===== config.mk =====
export PLATFORM = sky130hd
export DESIGN_NAME = lac_scaler
export DESIGN_NICKNAME = d
export VERILOG_FILES = /design/src/lac_pkg.sv /design/src/lac_scaler.sv
export SDC_FILE = /design/constraint.sdc
export NUM_CORES = 1
export LEC_CHECK = 0
export BUFFER_PORTS_ARGS = -buffer_cell sky130_fd_sc_hd__buf_2
export CAP_MARGIN = 10
export CORE_ASPECT_RATIO = 0.5
export CORE_MARGIN = 1
export CORE_UTILIZATION = 63
export CTS_CLUSTER_DIAMETER = 100
export DETAILED_ROUTE_END_ITERATION = 6
export HOLD_SLACK_MARGIN = 0.15
export PLACE_DENSITY = 0.88
export SYNTH_ARGS = -nofsm -noshare
export SYNTH_HDL_FRONTEND = slang
export SYNTH_SLANG_ARGS = --single-unit

===== constraint.sdc =====
create_clock -name pclk -period 10.8 [get_ports pclk]
set_input_delay 0.54 -clock pclk [delete_from_list [all_inputs] [get_ports pclk]]
set_output_delay 0.54 -clock pclk [all_outputs]
set_load 0.02 [all_outputs]

===== src/lac_pkg.sv =====
// Package for the load-adaptive current scaler: register map, field layout,
// reset values and the configuration carrier.
// Assumes a 32-bit APB slave decode on pclk and a 10-bit load measurement.
package lac_pkg;

  localparam int unsigned LOAD_W  = 10;
  localparam int unsigned SCALE_W = 5;
  localparam int unsigned COIL_W  = 8;
  localparam int unsigned ADDR_W  = 12;
  localparam int unsigned THR_SH  = 5;  // Threshold codes are scaled by 32
  localparam int unsigned FILT_N  = 4;  // Measurements averaged in filter mode

  // Register byte offsets
  localparam logic [ADDR_W-1:0] CTRL_OFS   = 12'h000;
  localparam logic [ADDR_W-1:0] STATUS_OFS = 12'h004;

  // Control word field positions
  localparam int unsigned LOW_LSB  = 0;
  localparam int unsigned SPAN_LSB = 4;
  localparam int unsigned INC_LSB  = 8;
  localparam int unsigned DEC_LSB  = 10;
  localparam int unsigned MINC_BIT = 12;
  localparam int unsigned FILT_BIT = 13;
  localparam int unsigned CSC_LSB  = 16;
  localparam int unsigned BIAS_LSB = 24;

  // Status word field positions
  localparam int unsigned ACT_LSB   = 0;
  localparam int unsigned STALL_BIT = 8;
  localparam int unsigned LOAD_LSB  = 16;

  // Reset values
  localparam logic [3:0]         LOW_RST  = 4'h0;
  localparam logic [3:0]         SPAN_RST = 4'h0;
  localparam logic [1:0]         INC_RST  = 2'h0;
  localparam logic [1:0]         DEC_RST  = 2'h0;
  localparam logic [SCALE_W-1:0] CSC_RST  = 5'h1F;
  localparam logic [6:0]         BIAS_RST = 7'h00;

  typedef struct packed {
    logic [6:0]         bias;
    logic [SCALE_W-1:0] cur_scale;
    logic               filt_en;
    logic               min_quarter;
    logic [1:0]         dec_rate;
    logic [1:0]         inc_step;
    logic [3:0]         span;
    logic [3:0]         low;
  } lac_cfg_s;

endpackage


===== src/lac_scaler.sv =====
// Load-adaptive coil current scaler with stall flag and APB register port.
// Assumes load_measure is valid with a one-cycle meas_valid pulse per full
// step, and coil magnitudes come from the sine table or serial port upstream.
`timescale 1ns/1ps

module lac_scaler (
  // APB
  input  wire logic                         pclk,
  input  wire logic                         presetn,
  input  wire logic                         psel,
  input  wire logic                         penable,
  input  wire logic                         pwrite,
  input  wire logic [lac_pkg::ADDR_W-1:0]   paddr,
  input  wire logic [31:0]                  pwdata,
  output logic                              pready,
  output logic [31:0]                       prdata,
  output logic                              pslverr,
  // Load measurement
  input  wire logic [lac_pkg::LOAD_W-1:0]   load_measure,
  input  wire logic                         meas_valid,
  // Coil current magnitudes
  input  wire logic [lac_pkg::COIL_W-1:0]   coil_a_in,
  input  wire logic [lac_pkg::COIL_W-1:0]   coil_b_in,
  output logic [lac_pkg::COIL_W-1:0]        coil_a_out,
  output logic [lac_pkg::COIL_W-1:0]        coil_b_out,
  // Status and measurement control
  output logic                              stall_flag_out,
  output logic [lac_pkg::SCALE_W-1:0]       actual_scale,
  output logic [6:0]                        stall_threshold_bias
);

  //////////////////////////////////////////////////////////////////////////////
  // APB slave, one wait state: pready rises in the second access cycle

  lac_pkg::lac_cfg_s cfg_r, cfg_nxt;
  logic              pready_r, pready_nxt;
  logic [31:0]       prdata_r, prdata_nxt;
  logic              pslverr_r, pslverr_nxt;
  logic              stall_r, stall_nxt;
  logic [lac_pkg::LOAD_W-1:0]  ld_val_r, ld_val_nxt;
  logic [lac_pkg::SCALE_W-1:0] act_r, act_nxt;

  logic acc_ph;
  logic hit_ctrl;
  logic hit_stat;
  assign acc_ph   = psel & penable;
  assign hit_ctrl = (paddr == lac_pkg::CTRL_OFS);
  assign hit_stat = (paddr == lac_pkg::STATUS_OFS);

  function automatic logic [31:0] ctrl_word(input lac_pkg::lac_cfg_s c);
    logic [31:0] w;
    w = 32'h0000_0000;
    w[lac_pkg::LOW_LSB +: 4]  = c.low;
    w[lac_pkg::SPAN_LSB +: 4] = c.span;
    w[lac_pkg::INC_LSB +: 2]  = c.inc_step;
    w[lac_pkg::DEC_LSB +: 2]  = c.dec_rate;
    w[lac_pkg::MINC_BIT]      = c.min_quarter;
    w[lac_pkg::FILT_BIT]      = c.filt_en;
    w[lac_pkg::CSC_LSB +: 5]  = c.cur_scale;
    w[lac_pkg::BIAS_LSB +: 7] = c.bias;
    return w;
  endfunction

  always_comb begin
    pready_nxt  = acc_ph & ~pready_r;
    prdata_nxt  = prdata_r;
    pslverr_nxt = 1'b0;
    cfg_nxt     = cfg_r;
    if (acc_ph & ~pready_r) begin
      pslverr_nxt = ~(hit_ctrl | hit_stat);
      prdata_nxt  = 32'h0000_0000;
      if (!pwrite && hit_ctrl) begin
        prdata_nxt = ctrl_word(cfg_r);
      end else if (!pwrite && hit_stat) begin
        prdata_nxt[lac_pkg::ACT_LSB +: 5]   = act_r;
        prdata_nxt[lac_pkg::STALL_BIT]      = stall_r;
        prdata_nxt[lac_pkg::LOAD_LSB +: 10] = ld_val_r;
      end
    end
    // Write lands on the edge where pready is sampled high
    if (acc_ph && pready_r && pwrite && hit_ctrl) begin
      cfg_nxt.low         = pwdata[lac_pkg::LOW_LSB +: 4];
      cfg_nxt.span        = pwdata[lac_pkg::SPAN_LSB +: 4];
      cfg_nxt.inc_step    = pwdata[lac_pkg::INC_LSB +: 2];
      cfg_nxt.dec_rate    = pwdata[lac_pkg::DEC_LSB +: 2];
      cfg_nxt.min_quarter = pwdata[lac_pkg::MINC_BIT];
      cfg_nxt.filt_en     = pwdata[lac_pkg::FILT_BIT];
      cfg_nxt.cur_scale   = pwdata[lac_pkg::CSC_LSB +: 5];
      cfg_nxt.bias        = pwdata[lac_pkg::BIAS_LSB +: 7];
    end
  end

  always_ff @(posedge pclk or negedge presetn) begin
    if (!presetn) begin
      pready_r          <= 1'b0;
      prdata_r          <= 32'h0000_0000;
      pslverr_r         <= 1'b0;
      cfg_r.low         <= lac_pkg::LOW_RST;
      cfg_r.span        <= lac_pkg::SPAN_RST;
      cfg_r.inc_step    <= lac_pkg::INC_RST;
      cfg_r.dec_rate    <= lac_pkg::DEC_RST;
      cfg_r.min_quarter <= 1'b0;
      cfg_r.filt_en     <= 1'b0;
      cfg_r.cur_scale   <= lac_pkg::CSC_RST;
      cfg_r.bias        <= lac_pkg::BIAS_RST;
    end else begin
      pready_r  <= pready_nxt;
      prdata_r  <= prdata_nxt;
      pslverr_r <= pslverr_nxt;
      cfg_r     <= cfg_nxt;
    end
  end

  //////////////////////////////////////////////////////////////////////////////
  // Measurement path: pass-through or four-sample average

  logic [1:0]  filt_cnt_r, filt_cnt_nxt;
  logic [11:0] acc_r, acc_nxt;
  logic        upd_r, upd_nxt;
  logic [11:0] acc_sum;
  assign acc_sum = acc_r + {2'b00, load_measure};

  always_comb begin
    filt_cnt_nxt = filt_cnt_r;
    acc_nxt      = acc_r;
    upd_nxt      = 1'b0;
    ld_val_nxt   = ld_val_r;
    if (meas_valid) begin
      if (cfg_r.filt_en) begin
        filt_cnt_nxt = filt_cnt_r + 2'd1;
        acc_nxt      = acc_sum;
        if (filt_cnt_r == 2'd3) begin
          upd_nxt    = 1'b1;
          ld_val_nxt = acc_sum[11:2];
          acc_nxt    = 12'h000;
        end
      end else begin
        upd_nxt      = 1'b1;
        ld_val_nxt   = load_measure;
        filt_cnt_nxt = 2'd0;
        acc_nxt      = 12'h000;
      end
    end
  end

  always_ff @(posedge pclk or negedge presetn) begin
    if (!presetn) begin
      filt_cnt_r <= 2'd0;
      acc_r      <= 12'h000;
      upd_r      <= 1'b0;
      ld_val_r   <= 10'h000;
    end else begin
      filt_cnt_r <= filt_cnt_nxt;
      acc_r      <= acc_nxt;
      upd_r      <= upd_nxt;
      ld_val_r   <= ld_val_nxt;
    end
  end

  //////////////////////////////////////////////////////////////////////////////
  // Regulator

  logic [10:0] low_thr;
  logic [10:0] up_thr;
  logic        below;
  logic        above;
  logic [5:0]  step;
  logic [5:0]  dec_n;
  logic [4:0]  min_lim;
  logic [5:0]  inc_sum;
  logic [5:0]  dcnt_r, dcnt_nxt;
  logic [4:0]  cand;

  // Code of at most 15 scaled by 32 tops out at 480, below half of 1024
  assign low_thr = {7'h00, cfg_r.low} << lac_pkg::THR_SH;
  assign up_thr  = 11'(({1'b0, cfg_r.low} + {1'b0, cfg_r.span} + 5'd1)) << lac_pkg::THR_SH;
  assign below   = {1'b0, ld_val_r} < low_thr;
  assign above   = {1'b0, ld_val_r} >= up_thr;
  assign step    = 6'd1 << cfg_r.inc_step;
  assign min_lim = cfg_r.min_quarter ? (cfg_r.cur_scale >> 2)
                                     : (cfg_r.cur_scale >> 1);
  assign inc_sum = {1'b0, act_r} + step;

  always_comb begin
    case (cfg_r.dec_rate)
      2'd0:    dec_n = 6'd32;
      2'd1:    dec_n = 6'd8;
      2'd2:    dec_n = 6'd2;
      default: dec_n = 6'd1;
    endcase
  end

  always_comb begin
    cand     = act_r;
    dcnt_nxt = dcnt_r;
    if (upd_r) begin
      if (below) begin
        dcnt_nxt = 6'd0;
        // Saturate rather than wrap past the ceiling
        cand = (inc_sum > {1'b0, cfg_r.cur_scale}) ? cfg_r.cur_scale
                                                   : inc_sum[4:0];
      end else if (above) begin
        if (dcnt_r + 6'd1 >= dec_n) begin
          dcnt_nxt = 6'd0;
          cand     = (act_r <= min_lim) ? min_lim : act_r - 5'd1;
        end else begin
          dcnt_nxt = dcnt_r + 6'd1;
        end
      end
    end
    // A setting change can move the window; pull the value back inside
    act_nxt = cand;
    if (act_nxt > cfg_r.cur_scale) begin
      act_nxt = cfg_r.cur_scale;
    end
    if (act_nxt < min_lim) begin
      act_nxt = min_lim;
    end
    stall_nxt = upd_r ? (ld_val_r == 10'h000) : stall_r;
  end

  always_ff @(posedge pclk or negedge presetn) begin
    if (!presetn) begin
      act_r   <= lac_pkg::CSC_RST;
      dcnt_r  <= 6'd0;
      stall_r <= 1'b0;
    end else begin
      act_r   <= act_nxt;
      dcnt_r  <= dcnt_nxt;
      stall_r <= stall_nxt;
    end
  end

  //////////////////////////////////////////////////////////////////////////////
  // Coil scaling by (scale + 1) / 32

  localparam int unsigned COILP = lac_pkg::COIL_W + 6;
  logic [COILP-1:0] prod_a;
  logic [COILP-1:0] prod_b;
  logic [lac_pkg::COIL_W-1:0] coil_a_r, coil_a_nxt;
  logic [lac_pkg::COIL_W-1:0] coil_b_r, coil_b_nxt;

  always_comb begin
    prod_a     = {6'd0, coil_a_in} * {9'd0, act_r} + {6'd0, coil_a_in};
    prod_b     = {6'd0, coil_b_in} * {8'd0, 1'b0, act_r} + {6'd0, coil_b_in};
    coil_a_nxt = prod_a[lac_pkg::COIL_W+4:5];
    coil_b_nxt = prod_b[lac_pkg::COIL_W+4:5];
  end

  always_ff @(posedge pclk or negedge presetn) begin
    if (!presetn) begin
      coil_a_r <= 8'h00;
      coil_b_r <= 8'h00;
    end else begin
      coil_a_r <= coil_a_nxt;
      coil_b_r <= coil_b_nxt;
    end
  end

  assign pready               = pready_r;
  assign prdata               = prdata_r;
  assign pslverr              = pslverr_r;
  assign coil_a_out           = coil_a_r;
  assign coil_b_out           = coil_b_r;
  assign stall_flag_out       = stall_r;
  assign actual_scale         = act_r;
  assign stall_threshold_bias = cfg_r.bias;
endmodule

==> reports/qor.yml, run 1 <==
r2r-start: "actual_scale[2]$_DFF_PN1_"
cts_resized: 0
slowest_delay_ns: 0.88
track_usage_pct: 29.92
fin_skew_ns: 0.008664
holdWs_ns: 0.2005
crit_required_ns: 11.09
grt-ovfl-total: 0
hold_viol: 0
die_h_microns: 84.50
synth-seq-cells: 110
tightest_slew_ns: 1.185
cts_setup_buffers: 0
ir_drop_mv: 0.1751
clk_latency_ns: 0.36
cts.path.max_buffers: 2
hold_class: "in2async"
hpwl_microns: 14670
ant_nets: 0
timing.final.crit_share_pct: 55.81
dr_total_vias: 6950
synth_cells: 912
cap_violations: 0
final_cells: 1193
slew_headroom_pct: 20.64
fillers: 937
nNetsFinal: 1233
yosysSeqAreaShare_pct: 32.25
outcome: "completed"
fin_tns_setup_ns: 0
yosysWarnings: 0
r2r_slack_ns: 4.77
timing.fmax_mhz: 165.9
final-setup-viol-count: 0
first_global_vias: 7107
avgSynthCellArea_sq_um: 9.402
cp_slowest_cell: "dfstp_2"
drive_above_1_share_pct: 19.55
area_growth_syn_to_layout_pct: 12.13
setup.worst_path.start_class: "register"
cts_sinks: 110
root_buffer: "clkbuf_16"
cts_tree: "built"
drcViolationCount: 0
cts_hold_buf: 0
wirelength_microns: 19620
critPathCaptureType: "register"
worst_slack_ns: 4.773
drtIter0Drc: 469
finalMaxSlewViolations: 0
rows: 29
multi_input_area_sq_um: 5264
final_cell_mix: "nand2_1 (137), buf_2 (128), dfrtp_1 (100)"
antenna_found_initial: 0
r2r_end: "actual_scale[3]$_DFF_PN1_"
io_pins: 139
clkSlewWorstSetupHoldPaths_ns: 0.08
final_cell_area_sq_um: 9614
cts_buffers: 9
die_w_microns: 167.0
final_common_cell: "nand2_1"
wl_per_cell_microns: 16.45
synth_flop_cell: "dfrtp_1"
gp_congestion: 0.8934
grt_max_degree: 59
place_inst: 1177
fp.coreArea_sq_um: 12950
synthesis.area_sq_um: 8574
numPortBuffers: 129
start_util_pct: 66.19
r2r_cells: 25
final_util_pct: 74.22
dpl_cell_area_sq_um: 9299
power_density_nw_per_um2: 281.1
htreeDepth: 3
grt_pass1_wl_microns: 33670
dpl_worst_slack_ns: 4.860
async_reset_ff_share_pct: 100.0
synth_edf_count: 0
num_antenna_cells: 0
rsz0062_at_grt: "false"
crit_type: "reg2reg"
total_power_mw: 2.703
drt_first_pass_iters: 5
synth_cell_type_count: 61
die_area_sq_um: 14110
register_area_sq_um: 2765
min_period_ns: 6.027
cp_data_arrival_time_ns: 6.31
avgViaCountPerCell: 5.826
power_leakage_nw: 5.072
crit_fanout: 24
-- metal layers --
layer	part of all wire [%]	routed length (microns)	GRT usage (%)
met5	0	0	0
met4	2.5	486	10.19
met3	4.9	956	4.385
met2	50	9791	52.07
met1	43	8388	38.78
-- where the power goes --
part	internal [mW]	switching [mW]	leakage [nW]
registers	0.525	0.101	1.40
clock network	0.186	0.169	0.153
logic	0.783	0.939	3.52
total	1.49	1.21	5.07
-- cell type report --
cell class                 instances  share of cell area [%]
clock buffer                       9                   2.343
timing repair buffer             134                   7.132
tap                              170                   2.212
clock inverter                     7                  0.9370
inverter                          99                   3.865
sequential                       110                   28.76
multi-input combinational        664                   54.75
-- worst max-delay path, delay by kind of cell (launching register included) --
family	cells	cell delay (ns)
AOI/OAI and AO/OA	13	2.57
xor gates and xnor gates	1	0.12
adders and majority gates	4	1.30
buffers and inverters	1	0.07
DFF	1	0.88
muxes	1	0.31
and+or+nand+nor	5	0.72
-- cells in the mapped netlist, types with 10 or more instances --
cell type	n	area (sq um)
nand2_1	137	514.2
dfrtp_1	100	2502
inv_1	97	364.1
ha_1	86	1076
fa_1	53	1061
o21ai_0	53	265.3
nor2_1	37	138.9
and2_1	36	225.2
nand3_1	30	150.1
clkbuf_1	26	97.59
a21oi_1	25	125.1
mux2_2	22	247.7
xnor2_1	21	183.9
a21o_1	14	105.1
a22oi_1	14	105.1
o22ai_1	13	81.33
buf_4	11	82.58
mux2i_1	11	110.1
nand2b_1	11	68.82
o21a_1	11	82.58
xor2_1	11	96.34
dfstp_2	10	262.8
-- flip-flops by register name (all words and copies together) (netlist names), 2 cells and up --
register              count
coil_b_out                8
dcnt_r                    6
ld_val_r                 10
acc_r                    12
coil_a_out                8
prdata                   29
stall_threshold_bias      7
filt_cnt_r                2
cfg_r                    19
actual_scale              5
-- cell families (layout without fill, tap and decap cells) --
kind of cell / count (synthesis) / in the layout / share of synthesized area (%)
buf+inv: 140 / 249 / 6.625
simple gates: 293 / 293 / 16.24
mux: 35 / 35 / 4.524
fa+ha+maj: 139 / 139 / 24.92
other cells: 1 / 3 / 0.04373
flops: 110 / 110 / 32.25
compound gates: 162 / 162 / 12.13
xor+xnor: 32 / 32 / 3.269
-- how the worst max path moves through the flow --
| stage | slack [ns] | from | to |
|---|---|---|---|
| global route | 4.39 | actual_scale[0]$_DFF_PN1_ | actual_scale[3]$_DFF_PN1_ |
| floorplan | 5.57 | cfg_r[8]$_DFFE_PN0P_ | actual_scale[1]$_DFF_PN1_ |
| global placement | 5.07 | actual_scale[0]$_DFF_PN1_ | actual_scale[3]$_DFF_PN1_ |
| finish | 4.77 | actual_scale[2]$_DFF_PN1_ | actual_scale[3]$_DFF_PN1_ |
| detailed placement | 4.86 | actual_scale[2]$_DFF_PN1_ | actual_scale[1]$_DFF_PN1_ |
| CTS | 4.84 | actual_scale[2]$_DFF_PN1_ | actual_scale[3]$_DFF_PN1_ |
(Power assumes the default switching activity.)
==> inputs of run 2 (changes only) <==
--- a/config.mk
+++ b/config.mk
@@ -9,11 +9,11 @@
 export CAP_MARGIN = 10
 export CORE_ASPECT_RATIO = 0.5
 export CORE_MARGIN = 1
-export CORE_UTILIZATION = 63
+export CORE_UTILIZATION = 58
 export CTS_CLUSTER_DIAMETER = 100
 export DETAILED_ROUTE_END_ITERATION = 6
 export HOLD_SLACK_MARGIN = 0.15
-export PLACE_DENSITY = 0.88
+export PLACE_DENSITY = 0.82
 export SYNTH_ARGS = -nofsm -noshare
 export SYNTH_HDL_FRONTEND = slang
 export SYNTH_SLANG_ARGS = --single-unit
==> constraint.sdc (replaced) <==
create_clock -name pclk -period 6.3 [get_ports pclk]
set_input_delay 0.315 -clock pclk [delete_from_list [all_inputs] [get_ports pclk]]
set_output_delay 0.315 -clock pclk [all_outputs]
set_load 0.02 [all_outputs]
==> run 2 against run 1 <==
Net effect:
- critical path depth is 1 higher
- core utilization fell by 4.8 points
- wire length shrank 1.9%
- sequential share of layout area decreased by 0.24 points
- worst setup slack worse by 4.3 ns
- global-route usage fell by 3.0 points
- power is 71% higher
- sequential power increased by 60%
- non-clock buffer count rose by 7
==> reports/qor.yml, run 2 (same netlist as run 1, synthesis figures left out) <==
outcome: "completed"
fp.coreArea_sq_um: 13960
min_period_ns: 5.825
grt_max_degree: 83
track_usage_pct: 26.93
crit_required_ns: 6.59
avgViaCountPerCell: 5.583
htreeDepth: 3
crit_type: "reg2reg"
power_density_nw_per_um2: 475.5
ant_nets: 0
crit_fanout: 9
grt_pass1_wl_microns: 32800
gp_congestion: 0.8928
finalMaxSlewViolations: 0
drive_above_1_share_pct: 19.90
hold_class: "in2reg"
timing.fmax_mhz: 171.7
tightest_slew_ns: 1.159
top_usage_layer: "met2"
root_buffer: "clkbuf_16"
rows: 30
timing.final.crit_share_pct: 92.47
final_cell_mix: "nand2_1 (137), buf_2 (128), dfrtp_1 (100)"
first_global_vias: 6942
cts_buffers: 9
fillers: 1112
power_leakage_nw: 5.103
cts_sinks: 110
use_met1_pct: 35.55
drcViolationCount: 0
ir_drop_mv: 0.3207
grt-ovfl-total: 0
final_common_cell: "nand2_1"
setup.worst_path.start_class: "register"
die_h_microns: 87.98
cp_slowest_cell: "dfrtp_1"
cts_hold_buf: 2
hpwl_microns: 14650
slowest_delay_ns: 0.41
fin_skew_ns: 0.01318
cts_tree: "built"
register_area_sq_um: 2765
multi_input_area_sq_um: 5264
cap_violations: 0
dpl_worst_slack_ns: 0.5624
antenna_found_initial: 0
total_power_mw: 4.610
nNetsFinal: 1240
wl_per_cell_microns: 15.76
cts.path.max_buffers: 2
area_growth_syn_to_layout_pct: 13.06
fin_tns_setup_ns: 0
use_met3_pct: 3.776
num_antenna_cells: 0
grtUsageMet2_pct: 47.35
cp_data_arrival_time_ns: 6.11
die_w_microns: 174.0
final_util_pct: 69.43
drt_first_pass_iters: 5
wirelength_microns: 19260
die_area_sq_um: 15300
clk_latency_ns: 0.36
hold_viol: 0
final-setup-viol-count: 0
slew_headroom_pct: 22.42
cts_setup_buffers: 0
start_util_pct: 61.41
clkSlewWorstSetupHoldPaths_ns: 0.08
drtIter0Drc: 423
largest_register_ffs: 29
dr_total_vias: 6823
io_pins: 139
cts_resized: 0
numPortBuffers: 129
worst_slack_ns: 0.4746
rsz0062_at_grt: "false"
critPathCaptureType: "register"
## run 2: critical path, delay by kind of cell (launching register included)
kind	cells	cell delay [ns]
flip-flops	1	0.41
multiplexers	2	0.68
buffers and inverters	2	0.15
AO/OA/AOI/OAI	12	2.43
adder cells (fa/ha/maj)	5	1.35
XOR/XNOR	1	0.18
AND/OR/NAND/NOR	4	0.55
## run 2: where the power goes
| part | switching, mW | internal, mW | total (mW) |
|---|---|---|---|
| clock network | 0.305 | 0.288 | 0.593 |
| registers | 0.103 | 0.898 | 1.00 |
| logic | 1.66 | 1.35 | 3.02 |
| total | 2.07 | 2.54 | 4.61 |
## run 2: through the flow
step                      cell area (sq um)  hold slack, ns  cells
after global routing                   9694          0.1630   1222
after floorplan                        8582         0.01941    914
final                                  9694          0.1617   1222
after CTS                              9694          0.1529   1222
after detailed placement               9364          0.2641   1204
after global placement                 9364          0.2593   1204
## run 2: layout make-up
cell class / instances / share of cell area [%]
multi-input cells: 664 / 54.30
flip-flops and latches: 110 / 28.52
repair buffers: 141 / 7.666
inverters: 99 / 3.833
well taps: 192 / 2.478
clock buffers: 9 / 2.323
clock inverters: 7 / 0.8776
## run 2: metal layers
metal  share of wire, %  wire (microns)
met2                 49            9437
met5                  0               0
met1                 45            8666
met3                4.6             893
met4                1.3             258
## run 2: worst paths after layout
path                                   startpoint                         to  slack, ns  cells after the start
setup / recovery             cfg_r[8]$_DFFE_PN0P_  actual_scale[3]$_DFF_PN1_       0.47                     26
setup reg to reg             cfg_r[8]$_DFFE_PN0P_  actual_scale[3]$_DFF_PN1_       0.47                     26
hold / removal                          pwdata[3]       cfg_r[3]$_DFFE_PN0P_       0.16                      3
max in group asynchronous                 presetn    coil_b_out[0]$_DFF_PN0_       4.51                      3
hold reg to reg            prdata[11]$_DFFE_PN0P_     prdata[11]$_DFFE_PN0P_       0.47                      2
min in group asynchronous                 presetn       acc_r[0]$_DFFE_PN0P_       0.41                      2
==> inputs of run 3 (changes only) <==
--- a/config.mk
+++ b/config.mk
@@ -14,6 +14,7 @@
 export DETAILED_ROUTE_END_ITERATION = 6
 export HOLD_SLACK_MARGIN = 0.15
 export PLACE_DENSITY = 0.82
+export RECOVER_POWER = 100
 export SYNTH_ARGS = -nofsm -noshare
 export SYNTH_HDL_FRONTEND = slang
 export SYNTH_SLANG_ARGS = --single-unit
==> run 3 against run 2 <==
Net effect:
- fmax decreased by 1.1%
- worst setup slack got worse by 0.067 ns
- critical endpoint unchanged
- clock skew decreased by 0.00065 ns
- critical path type unchanged
- clock-buffer cell count unchanged
- the run now ends with capacitance limit, slew limit left
- first-iteration DRC count decreased by 4.3%
- cell count unchanged
==> reports/qor.yml, run 3 (same netlist as run 1, synthesis figures left out) <==
grt_pass1_wl_microns: 32800
cap_violations: 4
switching_share_pct: 45.09
cts_tree: "built"
final_util_pct: 68.75
track_usage_pct: 26.93
avgViaCountPerCell: 5.578
die_h_microns: 87.98
final_common_cell: "nand2_1"
holdWs_ns: 0.1604
power_leakage_nw: 4.866
drive_above_1_share_pct: 13.79
die_area_sq_um: 15300
grt-ovfl-total: 0
hold_class: "in2reg"
nNetsFinal: 1240
numPortBuffers: 129
place_inst: 1204
critPathTopFamily: "compound AO/OA/AOI/OAI gates"
drcViolationCount: 0
num_antenna_cells: 0
largest_register_ffs: 29
htreeDepth: 3
final-setup-viol-count: 0
hpwl_microns: 14650
clk_latency_ns: 0.36
io_pins: 139
combPwrFrac_pct: 65.2
ir_drop_mv: 0.3196
wirelength_microns: 19270
ant_nets: 0
fp.coreArea_sq_um: 13960
path_buf_inv: 2
critPathCaptureType: "register"
outcome: "finished with violations"
final_cell_mix: "nand2_1 (137), dfrtp_1 (100), inv_1 (97)"
die_w_microns: 174.0
start_util_pct: 61.41
gp_congestion: 0.8928
antenna_found_initial: 0
grt_max_degree: 83
cp_data_arrival_time_ns: 6.18
slowest_delay_ns: 0.84
drtIter0Drc: 405
timing.final.crit_share_pct: 93.53
setup.worst_path.start_class: "register"
timing.fmax_mhz: 169.7
finalMaxSlewViolations: 191
cts_buffers: 9
p_switching_mw: 2.070
root_buffer: "clkbuf_16"
worst_slack_ns: 0.4078
seqPwrFrac_pct: 21.8
wl_per_cell_microns: 15.77
power_density_nw_per_um2: 478.3
crit_type: "reg2reg"
rows: 30
drt_first_pass_iters: 5
area_growth_syn_to_layout_pct: 11.95
cts_resized: 0
clockPowerShare_pct: 13.0
fin_skew_ns: 0.01253
cts_sinks: 110
cp_slowest_cell: "clkbuf_1"
tightest_slew_ns: 2.011
rsz0062_at_grt: "false"
final_cells: 1222
crit_fanout: 22
cts.path.max_buffers: 2
path_cells: "clkbuf_1, ha_1, nand4_1, nor2_1, a21oi_1, mux2i_1, nor3b_1, a31o_2, a22oi_1, ha_1, nor2b_1, o21a_1, o21ai_0, a21o_1, nor2_1, a21oi_1, inv_1, ha_1, a21o_1, a21o_1, a211o_4, mux2_4"
min_period_ns: 5.892
slew_headroom_pct: -34.09
crit_required_ns: 6.59
hold_viol: 0
p_int_mw: 2.521
dr_total_vias: 6816
clkSlewWorstSetupHoldPaths_ns: 0.08
dpl_worst_slack_ns: 0.5624
violations: "capacitance limit, slew limit"
fin_tns_setup_ns: 0
first_global_vias: 6942
[run 3: cell types whose count changed in the layout (fill, tap and decap cells not counted), sizes merged]
cell and delta:
clkbuf +61, buf -61
[run 3: cell type report]
class                      instances  area (sq um)
multi-input combinational        664          5259
fill                            1146          4364
sequential                       110          2765
timing repair buffer             141         653.1
inverter                          99         371.6
tap                              192         240.2
clock buffer                       9         225.2
clock inverter                     7         85.08
[run 3: power by group through the flow]
stage / Combinational, mW / Sequential, mW / Clock, mW
finish: 2.99 / 1.00 / 0.595
global route: 3.48 / 1.02 / 0.634
CTS: 3.04 / 1.00 / 0.606
detailed placement: 3.00 / 1.01 / 0
global placement: 2.87 / 1.01 / 0
floorplan: 2.28 / 1.08 / 0
[run 3: through the flow]
stage / power [mW] / area, sq um
2_1_floorplan: 3.361 / 8582
3_3_place_gp: 3.881 / 9364
3_5_place_dp: 4.016 / 9364
4_1_cts: 4.643 / 9694
5_1_grt: 5.127 / 9599
6_report: 4.591 / 9599
[run 3: metal layers]
metal,GRT usage [%],vias to the layer above,share of wire [%]
met5,0,-,0
met4,7.337,0,1.5
li1,-,3278,-
met2,47.35,163,49
met1,35.55,3349,46
met3,3.776,26,3.7
[run 3: worst paths after layout]
kind                                                 from                         to  slack [ns]  cells after the start
worst min-delay path                            pwdata[3]       cfg_r[3]$_DFFE_PN0P_        0.16                      3
min in group asynchronous                         presetn       acc_r[0]$_DFFE_PN0P_        0.88                      2
worst max register to register  actual_scale[3]$_DFF_PN1_  actual_scale[3]$_DFF_PN1_        0.41                     22
max in group asynchronous                         presetn    coil_b_out[2]$_DFF_PN0_        2.67                      3
worst min register to register     prdata[11]$_DFFE_PN0P_     prdata[11]$_DFFE_PN0P_        0.47                      2
worst max-delay path            actual_scale[3]$_DFF_PN1_  actual_scale[3]$_DFF_PN1_        0.41                     22
[run 3: repair_timing]
action	4_1_cts	5_1_grt
setup endpoints to repair	0	0
hold endpoints to repair	29	0
setup buffers	0	0
hold buffers	2	0
[run 3: tightest hold or removal path, delay by kind of cell]
kind,cells,cell delay [ns]
AOI/OAI and AO/OA,1,0.06
buffers and inverters,1,0.08
and+or+nand+nor,1,0.04
